===== src/logic/cces_cfg.svh =====
`ifndef CCES_CFG_SVH
`define CCES_CFG_SVH

`define CCES_AW 16
`define CCES_DW 16
`define CCES_NUM_BUF 16
`define CCES_NUM_SLOT 8
`define CCES_CYC_W 6
`define CCES_MT_W 14
`define CCES_SYNC_W 5

`define CCES_ADDR_EVENT_STATUS 16'h000e
`define CCES_ADDR_EVENT_ENABLE 16'h0016
`define CCES_ADDR_SLOT_MASK 16'h0018
`define CCES_ADDR_MAX_SYNC 16'h001a
`define CCES_ADDR_TIMER0_CFG 16'h0020
`define CCES_ADDR_TIMER0_OFF 16'h0022
`define CCES_ADDR_TIMER1_CFG 16'h0024
`define CCES_ADDR_TIMER1_OFF 16'h0026
`define CCES_ADDR_ERROR_LEVEL 16'h0328

`define CCES_RST_EVENT_STATUS 16'h0000
`define CCES_RST_EVENT_ENABLE 16'h0000
`define CCES_RST_TIMER_CFG 16'h0000
`define CCES_RST_TIMER_OFF 14'h0000
`define CCES_RST_SLOT_MASK 8'h00
`define CCES_RST_MAX_SYNC 5'h0f

`define CCES_TCFG_BASE_LSB 0
`define CCES_TCFG_REP_LSB 8

`define CCES_BIT_RX 0
`define CCES_BIT_TX 1
`define CCES_BIT_HIE 2
`define CCES_BIT_FNE 3
`define CCES_BIT_FOV 4
`define CCES_BIT_CYC 5
`define CCES_BIT_TIM0 6
`define CCES_BIT_TIM1 7
`define CCES_BIT_MOC 8
`define CCES_BIT_BGS 9
`define CCES_BIT_SLOT 10
`define CCES_BIT_MRC 11
`define CCES_BIT_LVL 12
`define CCES_BIT_SYNC 13
`define CCES_BIT_CCL 14
`define CCES_BIT_FATAL 15

`endif


===== src/logic/cces_pkg.sv =====
`include "cces_cfg.svh"
`default_nettype none
package cces_pkg;

   typedef enum logic [1:0] {
      CCES_LVL_GREEN = 2'h0,
      CCES_LVL_YELLOW = 2'h1,
      CCES_LVL_RED = 2'h2,
      CCES_LVL_UNUSED = 2'h3
   } cces_level_type;

   typedef struct packed {
      logic [`CCES_AW-1:0] addr;
      logic [`CCES_DW-1:0] wdata;
      logic wr;
      logic rd;
   } cces_bus_req_type;

   typedef struct packed {
      logic cycle_start;
      logic cycle_end;
      logic cycle_odd;
      logic offset_short;
      logic rate_short;
      logic fifo_overrun;
      logic corr_limit;
      logic fatal;
      logic sync_frame;
      logic [1:0] guardian_err;
   } cces_proto_evt_type;

endpackage
`default_nettype wire


===== src/logic/cces_flag_cell.sv =====
`include "cces_cfg.svh"
`default_nettype none
module cces_flag_cell (
   input wire logic sys_clk_in,
   input wire logic rstn_in,
   input wire logic set_in,
   input wire logic hold_in,
   input wire logic drop_in,
   input wire logic clr_in,
   input wire logic wipe_in,
   output logic flag_out
);
   logic flag_r;
   logic flag_nxt;

   // A detected condition beats a software clear in the same cycle.
   always_comb begin
      flag_nxt = flag_r;
      if (wipe_in) begin
         flag_nxt = 1'b0;
      end else if (set_in) begin
         flag_nxt = 1'b1;
      end else if (drop_in || (clr_in && !hold_in)) begin
         flag_nxt = 1'b0;
      end
   end

   always_ff @(posedge sys_clk_in or negedge rstn_in) begin
      if (!rstn_in) begin
         flag_r <= 1'b0;
      end else begin
         flag_r <= flag_nxt;
      end
   end

   assign flag_out = flag_r;
endmodule
`default_nettype wire


===== src/logic/cces_event_status.sv =====
`include "cces_cfg.svh"
`default_nettype none
module cces_event_status
   import cces_pkg::*;
(
   input wire logic sys_clk_in,
   input wire logic rstn_in,
   input wire cces_bus_req_type bus_req_in,
   input wire logic config_active_in,
   input wire logic [1:0] error_level_in,
   input wire cces_proto_evt_type proto_evt_in,
   input wire logic [`CCES_NUM_BUF-1:0] rx_buffer_irq_flag_in,
   input wire logic [`CCES_NUM_BUF-1:0] rx_buffer_irq_enable_in,
   input wire logic [`CCES_NUM_BUF-1:0] tx_buffer_irq_flag_in,
   input wire logic [`CCES_NUM_BUF-1:0] tx_buffer_irq_enable_in,
   input wire logic [`CCES_DW-1:0] host_if_error_in,
   input wire logic fifo_not_empty_in,
   input wire logic buffer0_locked_in,
   input wire logic [`CCES_NUM_SLOT-1:0] slot_counter_inc_in,
   input wire logic [`CCES_CYC_W-1:0] cycle_count_in,
   input wire logic [`CCES_MT_W-1:0] macrotick_count_in,
   output logic [`CCES_DW-1:0] rd_data_out,
   output logic irq_pending_out,
   output logic diag_stop_out,
   output logic [1:0] error_level_out
);

   function automatic logic hit(input logic [`CCES_AW-1:0] a, input logic [`CCES_AW-1:0] reg_addr);
      hit = (a == reg_addr);
   endfunction

   logic [`CCES_DW-1:0] event_status_reg;
   logic [`CCES_DW-1:0] set_vec;
   logic [`CCES_DW-1:0] hold_vec;
   logic [`CCES_DW-1:0] drop_vec;
   logic [`CCES_DW-1:0] clr_vec;
   logic wipe;
   logic [1:0] timer_hit;

   logic [`CCES_DW-1:0] event_enable_r, event_enable_nxt;
   logic [`CCES_NUM_SLOT-1:0] slot_mask_r, slot_mask_nxt;
   logic [`CCES_SYNC_W-1:0] max_sync_r, max_sync_nxt;
   logic [`CCES_SYNC_W-1:0] sync_cnt_r, sync_cnt_nxt;
   logic [`CCES_DW-1:0] timer_cfg_r [2];
   logic [`CCES_DW-1:0] timer_cfg_nxt [2];
   logic [`CCES_MT_W-1:0] timer_off_r [2];
   logic [`CCES_MT_W-1:0] timer_off_nxt [2];
   logic [1:0] error_level_r, error_level_nxt;
   logic config_prev_r, config_prev_nxt;
   logic diag_stop_r, diag_stop_nxt;
   logic irq_r, irq_nxt;
   logic [`CCES_DW-1:0] rd_data_r, rd_data_nxt;

   logic wr_status;
   logic rx_cond, tx_cond, hie_cond, sync_over;

   assign wr_status = bus_req_in.wr && hit(bus_req_in.addr, `CCES_ADDR_EVENT_STATUS);
   assign wipe = config_prev_r && !config_active_in;

   // Timer match: cycle counter and base agree under the repetition mask, and macrotick equals the offset.
   genvar t;
   generate
      for (t = 0; t < 2; t++) begin : g_timer
         logic [`CCES_CYC_W-1:0] base;
         logic [`CCES_CYC_W-1:0] rep;
         assign base = timer_cfg_r[t][`CCES_TCFG_BASE_LSB +: `CCES_CYC_W];
         assign rep = timer_cfg_r[t][`CCES_TCFG_REP_LSB +: `CCES_CYC_W];
         assign timer_hit[t] = ((cycle_count_in & rep) == (base & rep)) &&
                               (macrotick_count_in == timer_off_r[t]);
      end
   endgenerate

   assign rx_cond = |(rx_buffer_irq_flag_in & rx_buffer_irq_enable_in);
   assign tx_cond = |(tx_buffer_irq_flag_in & tx_buffer_irq_enable_in);
   assign hie_cond = |host_if_error_in;
   assign sync_over = proto_evt_in.sync_frame && (sync_cnt_r >= max_sync_r);

   always_comb begin
      set_vec = '0;
      hold_vec = '0;
      drop_vec = '0;
      set_vec[`CCES_BIT_RX] = rx_cond;
      set_vec[`CCES_BIT_TX] = tx_cond;
      set_vec[`CCES_BIT_HIE] = hie_cond;
      set_vec[`CCES_BIT_FNE] = fifo_not_empty_in;
      set_vec[`CCES_BIT_FOV] = proto_evt_in.fifo_overrun;
      set_vec[`CCES_BIT_CYC] = proto_evt_in.cycle_start;
      set_vec[`CCES_BIT_TIM0] = timer_hit[0];
      set_vec[`CCES_BIT_TIM1] = timer_hit[1];
      set_vec[`CCES_BIT_MOC] = proto_evt_in.cycle_end && proto_evt_in.offset_short;
      set_vec[`CCES_BIT_BGS] = |proto_evt_in.guardian_err;
      set_vec[`CCES_BIT_SLOT] = |(slot_counter_inc_in & slot_mask_r);
      set_vec[`CCES_BIT_MRC] = proto_evt_in.cycle_end && proto_evt_in.cycle_odd &&
                               proto_evt_in.rate_short;
      set_vec[`CCES_BIT_LVL] = (error_level_nxt != error_level_r);
      set_vec[`CCES_BIT_SYNC] = sync_over;
      set_vec[`CCES_BIT_CCL] = proto_evt_in.corr_limit;
      set_vec[`CCES_BIT_FATAL] = proto_evt_in.fatal;
      hold_vec[`CCES_BIT_RX] = rx_cond;
      hold_vec[`CCES_BIT_TX] = tx_cond;
      hold_vec[`CCES_BIT_HIE] = hie_cond;
      hold_vec[`CCES_BIT_FNE] = fifo_not_empty_in || buffer0_locked_in;
      // The FIFO flag falls on its own once the FIFO is drained and released.
      drop_vec[`CCES_BIT_FNE] = !fifo_not_empty_in && !buffer0_locked_in;
      // The transmit flag is read-only: it simply follows its condition.
      drop_vec[`CCES_BIT_TX] = !tx_cond;
      clr_vec = wr_status ? bus_req_in.wdata : '0;
   end

   genvar b;
   generate
      for (b = 0; b < `CCES_DW; b++) begin : g_flag
         cces_flag_cell u_cell (
            .sys_clk_in(sys_clk_in),
            .rstn_in(rstn_in),
            .set_in(set_vec[b]),
            .hold_in(hold_vec[b]),
            .drop_in(drop_vec[b]),
            .clr_in(clr_vec[b]),
            .wipe_in(wipe),
            .flag_out(event_status_reg[b])
         );
      end
   endgenerate

   always_comb begin
      event_enable_nxt = event_enable_r;
      slot_mask_nxt = slot_mask_r;
      max_sync_nxt = max_sync_r;
      timer_cfg_nxt = timer_cfg_r;
      timer_off_nxt = timer_off_r;
      if (bus_req_in.wr) begin
         if (hit(bus_req_in.addr, `CCES_ADDR_EVENT_ENABLE)) begin
            event_enable_nxt = bus_req_in.wdata;
         end
         if (hit(bus_req_in.addr, `CCES_ADDR_SLOT_MASK)) begin
            slot_mask_nxt = bus_req_in.wdata[`CCES_NUM_SLOT-1:0];
         end
         if (hit(bus_req_in.addr, `CCES_ADDR_MAX_SYNC)) begin
            max_sync_nxt = bus_req_in.wdata[`CCES_SYNC_W-1:0];
         end
         if (hit(bus_req_in.addr, `CCES_ADDR_TIMER0_CFG)) begin
            timer_cfg_nxt[0] = bus_req_in.wdata;
         end
         if (hit(bus_req_in.addr, `CCES_ADDR_TIMER0_OFF)) begin
            timer_off_nxt[0] = bus_req_in.wdata[`CCES_MT_W-1:0];
         end
         if (hit(bus_req_in.addr, `CCES_ADDR_TIMER1_CFG)) begin
            timer_cfg_nxt[1] = bus_req_in.wdata;
         end
         if (hit(bus_req_in.addr, `CCES_ADDR_TIMER1_OFF)) begin
            timer_off_nxt[1] = bus_req_in.wdata[`CCES_MT_W-1:0];
         end
      end
      // Saturating per-cycle count of sync frames; a new cycle restarts it.
      sync_cnt_nxt = sync_cnt_r;
      if (proto_evt_in.cycle_start) begin
         sync_cnt_nxt = '0;
      end else if (proto_evt_in.sync_frame && (sync_cnt_r != {`CCES_SYNC_W{1'b1}})) begin
         sync_cnt_nxt = sync_cnt_r + `CCES_SYNC_W'(1);
      end
      config_prev_nxt = config_active_in;
      // Once fatal, the level stays red until hard reset; the engine cannot talk it back down.
      diag_stop_nxt = diag_stop_r || proto_evt_in.fatal;
      error_level_nxt = diag_stop_nxt ? CCES_LVL_RED : error_level_in;
      irq_nxt = |(event_status_reg & event_enable_r);
      rd_data_nxt = '0;
      if (bus_req_in.rd) begin
         if (hit(bus_req_in.addr, `CCES_ADDR_EVENT_STATUS)) begin
            rd_data_nxt = event_status_reg;
         end else if (hit(bus_req_in.addr, `CCES_ADDR_ERROR_LEVEL)) begin
            rd_data_nxt = {14'h0000, error_level_r};
         end else if (hit(bus_req_in.addr, `CCES_ADDR_EVENT_ENABLE)) begin
            rd_data_nxt = event_enable_r;
         end else if (hit(bus_req_in.addr, `CCES_ADDR_SLOT_MASK)) begin
            rd_data_nxt = {8'h00, slot_mask_r};
         end else if (hit(bus_req_in.addr, `CCES_ADDR_MAX_SYNC)) begin
            rd_data_nxt = {11'h000, max_sync_r};
         end else if (hit(bus_req_in.addr, `CCES_ADDR_TIMER0_CFG)) begin
            rd_data_nxt = timer_cfg_r[0];
         end else if (hit(bus_req_in.addr, `CCES_ADDR_TIMER0_OFF)) begin
            rd_data_nxt = {2'h0, timer_off_r[0]};
         end else if (hit(bus_req_in.addr, `CCES_ADDR_TIMER1_CFG)) begin
            rd_data_nxt = timer_cfg_r[1];
         end else if (hit(bus_req_in.addr, `CCES_ADDR_TIMER1_OFF)) begin
            rd_data_nxt = {2'h0, timer_off_r[1]};
         end
      end
   end

   always_ff @(posedge sys_clk_in or negedge rstn_in) begin
      if (!rstn_in) begin
         event_enable_r <= `CCES_RST_EVENT_ENABLE;
         slot_mask_r <= `CCES_RST_SLOT_MASK;
         max_sync_r <= `CCES_RST_MAX_SYNC;
         timer_cfg_r[0] <= `CCES_RST_TIMER_CFG;
         timer_cfg_r[1] <= `CCES_RST_TIMER_CFG;
         timer_off_r[0] <= `CCES_RST_TIMER_OFF;
         timer_off_r[1] <= `CCES_RST_TIMER_OFF;
         sync_cnt_r <= '0;
         config_prev_r <= 1'b0;
         diag_stop_r <= 1'b0;
         error_level_r <= CCES_LVL_GREEN;
         irq_r <= 1'b0;
         rd_data_r <= '0;
      end else begin
         event_enable_r <= event_enable_nxt;
         slot_mask_r <= slot_mask_nxt;
         max_sync_r <= max_sync_nxt;
         timer_cfg_r <= timer_cfg_nxt;
         timer_off_r <= timer_off_nxt;
         sync_cnt_r <= sync_cnt_nxt;
         config_prev_r <= config_prev_nxt;
         diag_stop_r <= diag_stop_nxt;
         error_level_r <= error_level_nxt;
         irq_r <= irq_nxt;
         rd_data_r <= rd_data_nxt;
      end
   end

   assign rd_data_out = rd_data_r;
   assign irq_pending_out = irq_r;
   assign diag_stop_out = diag_stop_r;
   assign error_level_out = error_level_r;
endmodule
`default_nettype wire


===== config.mk =====
export PLATFORM = sky130hd
export DESIGN_NAME = cces_event_status
export DESIGN_NICKNAME = d
export VERILOG_FILES = /design/src/logic/cces_pkg.sv /design/src/logic/cces_flag_cell.sv /design/src/logic/cces_event_status.sv
export VERILOG_INCLUDE_DIRS = /design/src /design/src/logic
export SDC_FILE = /design/constraint.sdc
export NUM_CORES = 1
export LEC_CHECK = 0
export ABC_AREA = 1
export BUFFER_PORTS_ARGS = -buffer_cell sky130_fd_sc_hd__buf_2
export CELL_PAD_IN_SITES_DETAIL_PLACEMENT = 1
export CELL_PAD_IN_SITES_GLOBAL_PLACEMENT = 2
export CORE_ASPECT_RATIO = 2
export CORE_MARGIN = 4
export CORE_UTILIZATION = 30
export DETAILED_ROUTE_END_ITERATION = 8
export GPL_ROUTABILITY_DRIVEN = 0
export PLACE_DENSITY_LB_ADDON = 0.1
export SYNTH_ARGS = -nofsm -noshare
export SYNTH_HDL_FRONTEND = slang
export SYNTH_SLANG_ARGS = --single-unit

===== constraint.sdc =====
create_clock -name sys_clk_in -period 1.95 [get_ports sys_clk_in]
set_input_delay 0.39 -clock sys_clk_in [delete_from_list [all_inputs] [get_ports sys_clk_in]]
set_output_delay 0.39 -clock sys_clk_in [all_outputs]
set_load 0.005 [all_outputs]

* After elaboration in Yosys (flattened, before gate mapping)
Cells that the tools add are included.
Cells by class: reduce and logical (&&, ||, !) cells 55, bitwise gates (word level) 8, magnitude comparators 1, $add $sub $neg 1, mux-type cells 62, equal/unequal tests 15
Operator list (count):
- 16-bit 2-to-1 mux | 10
- 16-bit by 6-bit equality test with 1-bit output, second input constant | 4
- 16-bit OR reduction | 4
- 16-bit bitwise AND | 3
- 16-bit by 5-bit equality test with 1-bit output, second input constant | 3
- 1-bit 2-to-1 mux | 48
- 3-bit nonzero test | 16
- 14-bit equality test | 2
- 6-bit bitwise AND | 4
- 16-bit by 10-bit equality test with 1-bit output, second input constant | 1
- 16-bit by 4-bit equality test with 1-bit output, second input constant | 1
- 1-bit logical AND | 14
- 14-bit 2-to-1 mux | 1
- 2-bit AND reduction | 7
- 6-bit equality test | 2
- 5-bit 2-to-1 mux | 2
- 8-bit bitwise AND | 1
- 8-bit OR reduction | 1
- 1-bit logical NOT | 7
- 5-bit by 1-bit adder with 5-bit output, second input constant | 1
- 5-bit >= comparator | 1
- 5-bit != test, second input constant | 1
- 1-bit logical OR | 4
- 2-bit 2-to-1 mux | 1
- other kinds (3) | 3
Word-level totals: word-level logic and storage cells 171, flip-flop bits (word level) 131, output and inout bits 20, input port bits 160

* Longest topological paths before layout
Gate-level depths: netlist (run 1).
word-level depth 11, gate-level depth with buffers 14, mapped depth without buffers 14

* Cells and area by module
A second synthesis (run 1) with hierarchy kept.
Unflattened totals: cell total of the unflattened synthesis 1028, area total of the unflattened synthesis 7582.3 um^2
By module, submodules not included:
- cces_event_status | area an instance 6641.4 um^2, seq. area each 2882.8 um^2, instances 1, cells an instance 900
- cces_flag_cell | area an instance 58.8 um^2, seq. area each 25.0 um^2, instances 16, cells an instance 8

* Least setup slack after synthesis (run 1)
OpenSTA, ideal clock, no wires.
kind register to register, from reg sync_cnt_r[0], to reg sync_cnt_r[3], cell stages (with the launch flop) 11, arrival time 1533 ps, data required time 1827 ps, library setup time 123 ps, path slack 294 ps, period minus slack after synthesis 1656 ps, buffers on the path 0, path through dfrtp_1 -> ha_1 -> nand2_1 -> nor2_1 -> ha_1 -> nor2_1 -> inv_1 -> nor2_1 -> nand3_1 -> o21ai_0 -> a21oi_1
Between the ends: cells in the longest elaborated chain, start to end 3, elaborated cells on any way between the ends 6, classes of those cells 1 x add/sub; 1 x eq/ne; 2 x mux; 2 x reduce/logical
Ends and longest elaborated chain:
- start, declared | line cces_event_status.sv:43 | logic [`CCES_SYNC_W-1:0] sync_cnt_r, sync_cnt_nxt;
- start signal, assigned | line cces_event_status.sv:212 | sync_cnt_r <= sync_cnt_nxt;
- 5-bit by 1-bit adder with 5-bit output / 5-bit != test (equally long branches) | line cces_event_status.sv:160, cces_event_status.sv:159
- 5-bit 2-to-1 mux / 1-bit logical AND (equally long branches) | line cces_event_status.sv:159 | end else if (proto_evt_in.sync_frame && (sync_cnt_r != {`CCES_SYNC_W{1'b1}})) begin
- 5-bit 2-to-1 mux / 2-bit nonzero test (equally long branches)
Parallel ways exist; a longest one is shown, timed or not. The select of a mux whose other input is x is not followed. A chain may end at the register's enable or synchronous reset.

* Worst setup path after layout (run 1)
from reg max_sync_r[1], to reg g_flag[13].u_cell.flag_r
Between the ends: cells in the longest elaborated chain, start to end 4, elaborated cells on any way between the ends 5, classes of those cells 1 x order compare; 2 x mux; 2 x reduce/logical
Ends and longest elaborated chain:
- start, declared | line cces_event_status.sv:42 | logic [`CCES_SYNC_W-1:0] max_sync_r, max_sync_nxt;
- start signal, assigned | line cces_event_status.sv:195 | max_sync_r <= `CCES_RST_MAX_SYNC;
- start signal, assigned | line cces_event_status.sv:209 | max_sync_r <= max_sync_nxt;
- 5-bit >= comparator (*) | line cces_event_status.sv:76 | assign sync_over = proto_evt_in.sync_frame && (sync_cnt_r >= max_sync_r);
- 1-bit logical AND (*) | line cces_event_status.sv:76
- 1-bit 2-to-1 mux | line cces_flag_cell.sv:21 | end else if (set_in) begin
- 1-bit 2-to-1 mux | line cces_flag_cell.sv:19 | if (wipe_in) begin
- end signal, assigned | line cces_flag_cell.sv:32 | flag_r <= flag_nxt;
- end, declared | line cces_flag_cell.sv:13 | logic flag_r;
Mark *: on every way between the ends. The rest lies on a longest branch, timed or not.

==> run summary, run 1 <==
Status: finished, final reports clean
Syn Nets: 1078
Area share of the leading cell type in the synthesized netlist: 45.38%
RSZ-0062 raised after global routing: false
GRT Resource Usage Total: 21.26%
CP top delay family: compound AO/OA/AOI/OAI gates
Min-Delay Path Class: in2reg
Final Hold Viols: 0
H-tree depth: 4
Largest net degree at the start of global routing: 44
Fraction of layout cells with a size suffix above 1: 26.02%
CP max stage delay: 0.53 ns
Clk_lat worst skew: 0.43 ns
Fmax: 571.8 MHz
Fin Setup TNS: 0 ns
R2R Setup Slk: 0.20 ns
Final HPWL DP: 21480 um
Cell-internal power: 5.076 mW
Clk buf depth: 2
Initial Utilization: 30.67%
Avg Vias per Cell: 4.950
Slowest CP cell: dfstp_2
Fillers: 2898
Worst path depth: 9
Xor and xnor area share after synthesis: 2.251%
Final setup vio count: 0
Post-Synthesis Cells: 911
Leakage: 4.799 nW
DR DRC count: 0
Max cap viols: 0
Crit path DAT: 2.06 ns
GR met3 Demand/Resource: 3.785%
Most instantiated library cell after synthesis: nand2_1
Height of the chip: 224.1 um
Ant. Diodes: 0
Core Area: 22840 um2
Critical path launch point type: flip-flop
Final Critical Period: 1.749 ns
Total CTS buffers: 17
DR vias: 7073
Crit path required time: 2.26 ns
Most used DFF post-synth: dfrtp_1
Reg2reg start: max_sync_r[1]$_DFFE_PN1P_
Cell breakdown of the critical path: inv_1 -> ha_1 -> a21oi_1 -> o21bai_1 -> a21oi_1 -> nor2_1 -> o21ai_0 -> buf_4 -> a21oi_1
Total Wirelength: 26560 um
Maximum fanout along the worst path: 2
Switching power: 1.527 mW
Synth Area in Compound Gates: 17.03%
Depth of the most critical reg-to-reg path: 9
Worst setup EP type: flip-flop
Clock-pin slew on the worst setup and hold paths: 0.06 ns
Synth area leaders: dfrtp_1, nand2_1, o21ai_0
Pins over their slew limit: 0
Area growth syn-to-layout: 33.14%
First-pass GRT wire length: 41370 um
Crit share post-route: 89.68%
Die X-Extent: 116.0 um
Top Usage Layer GRT: met2
WL per Instance: 18.59 um
Power, Total: 6.603 mW
Area of the multi-input gates: 3183 um2
Slew @ Worst Pin: 0.5008 ns
Sequential fraction of the synthesis area: 46.88%
Finished Layout Cells: 1429
Site row count: 78
Sequential Power Share: 42.0%
Initial antenna violation count: 0
Port bufs: 179
Drt pass-1 iters: 4
Placed insts: 1396
Max IR drop VDD: 426.0 uV
Vias in the first global route: 7678
Net Sw Frac: 23.13%
Crit path top cell by count: a21oi_1
Top Ports: 180
Syn Area/Cell: 7.687 um2
Mux contribution to synthesized area: 0%
Starting DRT DRC Count: 231
Synth unique cells: 40
Buffers & Inverters on Critical Path: 2
TritonCTS Sinks: 131
Power Density: 708.2 nW/um2
Synth Area in Adders: 1.251%
Global route total overflow: 0
Share of synthesized registers carrying an async set or reset: 100.0%
Clock root buffer: clkbuf_16
Reg-to-reg endpoint: g_flag[13].u_cell.flag_out$_DFFE_PN0P_
Final #Nets: 1303
Register bit total from synthesis: 131
Slew margin rel.: 66.62%
Synth Area in Simple Gates: 24.85%
Setup Skew: 0.005361 ns
Met1 Usage GRT: 22.31%
Clock network power share: 50.4%
Commonest cells post-synth: nand2_1, dfrtp_1, o21ai_0
Routed Antenna Nets: 0
Largest family of logic cells by synthesized area: simple AND/OR/NAND/NOR gates
Register area: 3283 um2
Post-CTS Setup Bufs: 0
Cell area after synthesis: 7003 um2
YS warnings: 0
Logic gate share of total power: 7.6%
Worst hold stages: 1
Die Footprint: 26000 um2
Leading area contributor after synthesis: dfrtp_1
EDFF count, synth: 0
Worst hold start: config_active_in
Worst hold path endpoint: config_prev_r$_DFF_PN0_
TritonCTS clock tree: yes
Setup CP Type: reg2reg
Met2 Use GR: 40.93%
## placed cells by master (no fill, tap or decap), types with 27 or more instances in the layout
cell type and count:
nand3_1 43, o21ai_1 27, buf_4 41, o21ai_0 106, buf_2 178, nor2_1 64, nand2_1 245, inv_1 102
dfrtp_1 127, a21oi_1 37
## cell families (layout without fill, tap and decap cells)
group / count (synthesis) / count (layout)
xor gates and xnor gates: 18 / 18
AOI/OAI and AO/OA: 213 / 213
buffers and inverters: 136 / 374
DFF: 131 / 131
adders and majority gates: 7 / 7
and+or+nand+nor: 406 / 406
## registers in the layout, indices dropped and copies added, names as in the netlist
| name | cells |
|---|---|
| config_prev_r | 1 |
| diag_stop_out | 1 |
| error_level_out | 2 |
| event_enable_r | 16 |
| g_flag.u_cell.flag_out | 16 |
| g_timer.base | 12 |
| g_timer.rep | 12 |
| irq_pending_out | 1 |
| max_sync_r | 5 |
| rd_data_out | 16 |
| slot_mask_r | 8 |
| sync_cnt_r | 5 |
| timer_cfg_r | 8 |
| timer_off_r | 28 |
## per-stage QoR
stage | area [um2] | hold slack (ns) | util (%) | worst slack (ns)
3_5_place_dp | 8703 | 0.3730 | 38.11 | -0.1300
4_1_cts | 9319 | 0.07834 | 40.81 | 0.1506
3_3_place_gp | 8703 | 0.3647 | 38.11 | -0.09629
2_1_floorplan | 7003 | 0.09441 | - | 0.2941
5_1_grt | 9324 | 0.08944 | 40.83 | 0.04661
6_report | 9324 | 0.1039 | 40.83 | 0.2012
## power by group through the flow
stage / registers (mW) / logic (mW) / clock network (mW)
detailed placement: 2.82 / 0.513 / 0
finish: 2.77 / 0.499 / 3.33
global route: 2.78 / 0.567 / 3.52
CTS: 2.77 / 0.517 / 3.42
global placement: 2.82 / 0.504 / 0
floorplan: 2.81 / 0.154 / 0
## worst max-delay path by stage
stage                              start                                endpoint  slack (ns)
2_1_floorplan  sync_cnt_r[0]$_DFFE_PN0P_               sync_cnt_r[3]$_DFFE_PN0P_        0.29
3_3_place_gp              bus_req_in[29]               rd_data_out[12]$_DFF_PN0_        -0.1
3_5_place_dp              bus_req_in[29]               rd_data_out[12]$_DFF_PN0_       -0.13
4_1_cts        sync_cnt_r[0]$_DFFE_PN0P_               sync_cnt_r[3]$_DFFE_PN0P_        0.15
5_1_grt        sync_cnt_r[1]$_DFFE_PN0P_               sync_cnt_r[3]$_DFFE_PN0P_        0.05
6_report       max_sync_r[1]$_DFFE_PN1P_  g_flag[13].u_cell.flag_out$_DFFE_PN0P_        0.20
## per-layer routing
metal  part of all wire, %  vias to the layer above
li1                      -                     3446
met1                    35                     3397
met2                    58                      192
met3                   4.6                       38
met4                   2.6                        0
met5                     0                        -
## final cells by class
class / count / share of cell area [%]
inverter: 107 / 4.308
clock inverter: 8 / 1.329
tap: 280 / 3.757
sequential: 131 / 35.21
multi-input combinational: 644 / 34.14
clock buffer: 24 / 5.166
timing repair buffer: 235 / 16.09
## timing repair
action	CTS	global route
endpoints found under the setup margin	0	1
hold buffers	1	0
resized for setup	0	3
endpoints found under the hold margin	39	0
(Power assumes the default switching activity.)
==> inputs of run 2 (changes only) <==
==> constraint.sdc (replaced) <==
create_clock -name sys_clk_in -period 1.65 [get_ports sys_clk_in]
set_input_delay 0.33 -clock sys_clk_in [delete_from_list [all_inputs] [get_ports sys_clk_in]]
set_output_delay 0.33 -clock sys_clk_in [all_outputs]
set_load 0.005 [all_outputs]
==> run 2 against run 1 <==
Effect of this change:
- final cell count rose by 1.9%
- count of clock-buffer cells in the layout rose by 2
- combinational power increased by 26%
- non-clock buffer count rose by 27
- register-to-register slack got worse by 0.19 ns
- global-route usage up 0.20 points
- final area is 2.1% higher
- first-iteration DRC count grew 29%
- clock skew up 0.0042 ns
- critical path type unchanged
==> run summary, run 2 (synthesized netlist as in run 1, its figures left out) <==
Final #Nets: 1330
Final HPWL DP: 21180 um
Largest net degree at the start of global routing: 57
Commonest non-fill, non-tap cell in the layout: nand2_1
Worst hold start: config_active_in
Ant. Diodes: 0
Core Area: 22840 um2
Sequential Power Share: 44.2%
Final Critical Period: 1.637 ns
Slew margin rel.: 53.92%
CP top delay family: flip-flops
Clock-pin slew on the worst setup and hold paths: 0.06 ns
Top Usage Layer GRT: met2
Min-Delay Path Class: in2reg
Area of the multi-input gates: 3279 um2
TritonCTS clock tree: yes
Vias in the first global route: 7885
Site row count: 78
Setup WS post-layout: 0.01349 ns
Slew @ Worst Pin: 0.6912 ns
Clock network power share: 47.3%
Net Sw Frac: 24.01%
Top Ports: 180
Crit share post-route: 99.18%
WL per Instance: 18.10 um
Worst hold path endpoint: config_prev_r$_DFF_PN0_
Port bufs: 179
Crit path top cell by count: a21oi_2
RSZ-0062 raised after global routing: true
Maximum fanout along the worst path: 2
Leading cell types in the layout, fill and taps excluded: nand2_1, buf_2, dfrtp_1
Crit path DAT: 1.95 ns
Met2 Use GR: 40.71%
Register area: 3284 um2
Height of the chip: 224.1 um
Cell breakdown of the critical path: ha_4 -> inv_2 -> nand2_2 -> a21oi_2 -> o21bai_1 -> a21oi_1 -> nor2_1 -> o21ai_1 -> buf_4 -> a21oi_2
Die X-Extent: 116.0 um
CP startpoint: max_sync_r[0]$_DFFE_PN1P_
Fmax: 611.1 MHz
GR met3 Demand/Resource: 3.866%
Power, Total: 7.411 mW
Routed Antenna Nets: 0
Total Wirelength: 26350 um
Reg-to-reg endpoint: g_flag[13].u_cell.flag_out$_DFFE_PN0P_
H-tree depth: 4
Avg Vias per Cell: 4.886
Initial Utilization: 30.67%
Total CTS buffers: 17
Crit path required time: 1.97 ns
TritonCTS Sinks: 131
Status: finished, final reports clean
DR vias: 7114
Setup CP Type: reg2reg
Logic gate share of total power: 8.5%
Global route total overflow: 0
CP max stage delay: 0.55 ns
Reg2reg start: max_sync_r[0]$_DFFE_PN1P_
Clk_lat worst skew: 0.43 ns
Hold Worst Slack: 0.03207 ns
Final setup vio count: 0
Leakage: 4.881 nW
Post-layout util: 41.71%
Drt pass-1 iters: 4
Cell-internal power: 5.631 mW
Setup WS pre-CTS: -0.4373 ns
Max reg flops: 28
Area growth syn-to-layout: 36.00%
Slowest CP cell: dfstp_2
Critical path launch point type: flip-flop
Max IR drop VDD: 607.2 uV
Largest Register: timer_off_r
Pins over their slew limit: 0
Power Density: 778.1 nW/um2
Buffers & Inverters on Critical Path: 2
Starting DRT DRC Count: 297
Switching power: 1.779 mW
Clk buf depth: 2
Die Footprint: 26000 um2
Worst setup EP type: flip-flop
Fillers: 2864
Met1 Usage GRT: 22.93%
Depth of the most critical reg-to-reg path: 10
Final Hold Viols: 0
Max cap viols: 0
Fin Setup TNS: 0 ns
Fraction of layout cells with a size suffix above 1: 29.08%
Clock root buffer: clkbuf_16
DR DRC count: 0
Setup Skew: 0.009603 ns
GRT Resource Usage Total: 21.46%
First-pass GRT wire length: 42050 um
R2R Setup Slk: 0.01 ns
Worst hold stages: 1
Initial antenna violation count: 0
==> run 2: through the flow <==
stage,instance area (um2),cells
floorplan,7005,911
global placement,8838,1417
detailed placement,8838,1417
CTS,9458,1454
global route,9524,1456
finish,9524,1456
==> run 2: area by class of cell <==
class                           count  area share, %
Sequential cell                   131          34.49
Multi-Input combinational cell    644          34.43
Timing Repair Buffer              262          17.62
Clock buffer                       26          4.926
Inverter                          107          4.217
Tap cell                          280          3.678
Clock inverter                      6         0.6437
==> run 2: metal layers <==
layer / vias to the layer above / wire (um)
met2: 180 / 14910
met4: 0 / 615
li1: 3499 / -
met5: - / 0
met1: 3404 / 9734
met3: 31 / 1089
==> run 2: power by group through the flow <==
stage | combinational [mW] | clock [mW] | sequential [mW]
CTS | 0.639 | 3.60 | 3.28
floorplan | 0.182 | 0 | 3.32
global placement | 0.600 | 0 | 3.33
finish | 0.628 | 3.51 | 3.28
detailed placement | 0.611 | 0 | 3.33
global route | 0.720 | 3.73 | 3.28
==> run 2: worst max path at each step <==
stage | to | cells past startpoint
final | g_flag[13].u_cell.flag_out$_DFFE_PN0P_ | 10
after CTS | g_flag[13].u_cell.flag_out$_DFFE_PN0P_ | 10
after global routing | g_flag[13].u_cell.flag_out$_DFFE_PN0P_ | 10
after detailed placement | rd_data_out[1]$_DFF_PN0_ | 13
after floorplan | sync_cnt_r[3]$_DFFE_PN0P_ | 10
after global placement | rd_data_out[1]$_DFF_PN0_ | 13
==> run 2: repair_timing <==
| item | in CTS | in global routing |
|---|---|---|
| cloned | 0 | 0 |
| pin swaps | 9 | 12 |
| endpoints found under the setup margin | 2 | 15 |
| gates resized for setup | 14 | 14 |
| hold endpoints to repair | 21 | 0 |
| hold buffers | 1 | 0 |
| setup buffers | 4 | 2 |
==> inputs of run 3 (changes only) <==
--- a/config.mk
+++ b/config.mk
@@ -8,11 +8,13 @@
 export LEC_CHECK = 0
 export ABC_AREA = 1
 export BUFFER_PORTS_ARGS = -buffer_cell sky130_fd_sc_hd__buf_2
+export CAP_MARGIN = 20
 export CELL_PAD_IN_SITES_DETAIL_PLACEMENT = 1
 export CELL_PAD_IN_SITES_GLOBAL_PLACEMENT = 2
 export CORE_ASPECT_RATIO = 2
 export CORE_MARGIN = 4
 export CORE_UTILIZATION = 30
+export CTS_BUF_LIST = sky130_fd_sc_hd__clkbuf_8 sky130_fd_sc_hd__clkbuf_16
 export DETAILED_ROUTE_END_ITERATION = 8
 export GPL_ROUTABILITY_DRIVEN = 0
 export PLACE_DENSITY_LB_ADDON = 0.1
==> run 3 against run 2 <==
Effect of this change:
- clock power shrank 1%
- die area is the same
- flip-flop and latch count is the same
- utilization is the same
- maximum frequency is essentially flat
- register-to-register slack is essentially flat
- sequential share of layout area is the same
- clock skew is essentially flat
- final cell count is the same
- sequential power is essentially flat
- global-route usage is the same
- non-clock buffer count is the same
- largest cell class unchanged
==> run summary, run 3 (synthesized netlist as in run 1, its figures left out) <==
Pins over their slew limit: 0
Fillers: 2864
WL per Instance: 18.11 um
Max IR drop VDD: 609.8 uV
Leakage: 4.914 nW
Clock root buffer: clkbuf_16
Avg Vias per Cell: 4.887
Fraction of layout cells with a size suffix above 1: 29.08%
Site row count: 78
DR vias: 7115
Net Sw Frac: 24.22%
Port bufs: 179
Top Ports: 180
Slew @ Worst Pin: 0.6911 ns
Power, Total: 7.364 mW
Logic gate share of total power: 8.5%
Maximum fanout along the worst path: 2
Slew margin rel.: 53.93%
DR DRC count: 0
Clk_lat worst skew: 0.44 ns
Vias in the first global route: 7885
RSZ-0062 raised after global routing: true
Power Density: 773.2 nW/um2
Area growth syn-to-layout: 36.00%
Total CTS buffers: 17
First-pass GRT wire length: 42050 um
Routed Antenna Nets: 0
Met2 Use GR: 40.71%
Clock network power share: 47.0%
Top Usage Layer GRT: met2
Global route total overflow: 0
TritonCTS Sinks: 131
Min-Delay Path Class: in2reg
Clk buf depth: 2
Total Wirelength: 26360 um
H-tree depth: 4
Met1 Usage GRT: 22.93%
Largest net degree at the start of global routing: 57
Max cap viols: 0
Leading cell types in the layout, fill and taps excluded: nand2_1, buf_2, dfrtp_1
Die Footprint: 26000 um2
Cell-internal power: 5.581 mW
Status: finished, final reports clean
Ant. Diodes: 0
Final #Nets: 1330
Crit share post-route: 99.16%
Initial Utilization: 30.67%
Clock-pin slew on the worst setup and hold paths: 0.06 ns
Final Hold Viols: 0
Setup Skew: 0.009893 ns
Setup CP Type: reg2reg
GRT Resource Usage Total: 21.46%
Core Area: 22840 um2
Final Critical Period: 1.636 ns
Max reg flops: 28
Largest Register: timer_off_r
Crit path required time: 1.97 ns
Final setup vio count: 0
Fmax: 611.2 MHz
Height of the chip: 224.1 um
Switching power: 1.784 mW
GR met3 Demand/Resource: 3.866%
Die X-Extent: 116.0 um
Final HPWL DP: 21180 um
TritonCTS clock tree: yes
Initial antenna violation count: 0
Crit path DAT: 1.96 ns
Critical path launch point type: flip-flop
Sequential Power Share: 44.5%
Starting DRT DRC Count: 292
Commonest non-fill, non-tap cell in the layout: nand2_1
Drt pass-1 iters: 4
Worst setup EP type: flip-flop
Post-layout util: 41.71%
-- run 3: cell types whose count changed in the layout (fill, tap and decap cells not counted) --
cell | before | now
clkbuf_1 | 8 | 0
inv_1 | 98 | 106
-- run 3: what timing repair did --
action	CTS	global route
pin swaps	9	12
buffers inserted	4	2
endpoints found under the setup margin	2	15
hold buffers	1	0
endpoints found under the hold margin	21	0
resized for setup	14	14
-- run 3: final timing paths --
check	start	end	slack, ns	cells past startpoint
min in group asynchronous	rstn_in	timer_off_r[15]$_DFFE_PN0P_	0.35	2
max in group asynchronous	rstn_in	timer_off_r[9]$_DFFE_PN0P_	0.68	3
min reg2reg	timer_off_r[14]$_DFFE_PN0P_	timer_off_r[14]$_DFFE_PN0P_	0.49	2
max	max_sync_r[0]$_DFFE_PN1P_	g_flag[13].u_cell.flag_out$_DFFE_PN0P_	0.01	10
max reg2reg	max_sync_r[0]$_DFFE_PN1P_	g_flag[13].u_cell.flag_out$_DFFE_PN0P_	0.01	10
min	config_active_in	config_prev_r$_DFF_PN0_	0.03	1
-- run 3: cell type report --
cell class | instances | area [um2] | share of cell area (%)
repair buffers | 262 | 1678 | 17.62
clock buffers | 18 | 439.2 | 4.611
flip-flops and latches | 131 | 3284 | 34.49
inverters | 107 | 401.6 | 4.217
multi-input cells | 644 | 3279 | 34.43
clock inverters | 14 | 91.34 | 0.9590
well taps | 280 | 350.3 | 3.678
-- run 3: power groups by stage --
stage               Sequential, mW  Combinational [mW]  Clock, mW
floorplan                     3.32               0.182          0
global placement              3.33               0.600          0
detailed placement            3.33               0.611          0
CTS                           3.28               0.639       3.55
global route                  3.28               0.720       3.69
finish                        3.28               0.628       3.46
-- run 3: worst max-delay path: stages (launching register included) --
cell	delay (ns)
dfstp_2	0.55
ha_4	0.20
inv_2	0.04
nand2_2	0.05
a21oi_2	0.11
o21bai_1	0.08
a21oi_1	0.13
nor2_1	0.05
o21ai_1	0.12
buf_4	0.15
a21oi_2	0.05
-- run 3: per-stage QoR --
stage               hold WS, ns   TNS, ns  cells  cell area (um2)  worst slack (ns)
floorplan               0.03441         0    911             7005           0.04167
global placement         0.2360    -18.20   1417             8838           -0.4019
detailed placement       0.2376    -22.21   1417             8838           -0.4373
CTS                    0.005617  -0.07148   1454             9458          -0.07148
global route            0.02215   -0.1358   1456             9524          -0.05953
finish                  0.03070         0   1456             9524           0.01382
-- run 3: metal layers --
layer	vias to the layer above	share of wire, %
li1	3499	-
met1	3407	37
met2	177	57
met3	32	4.1
met4	0	2.3
met5	-	0
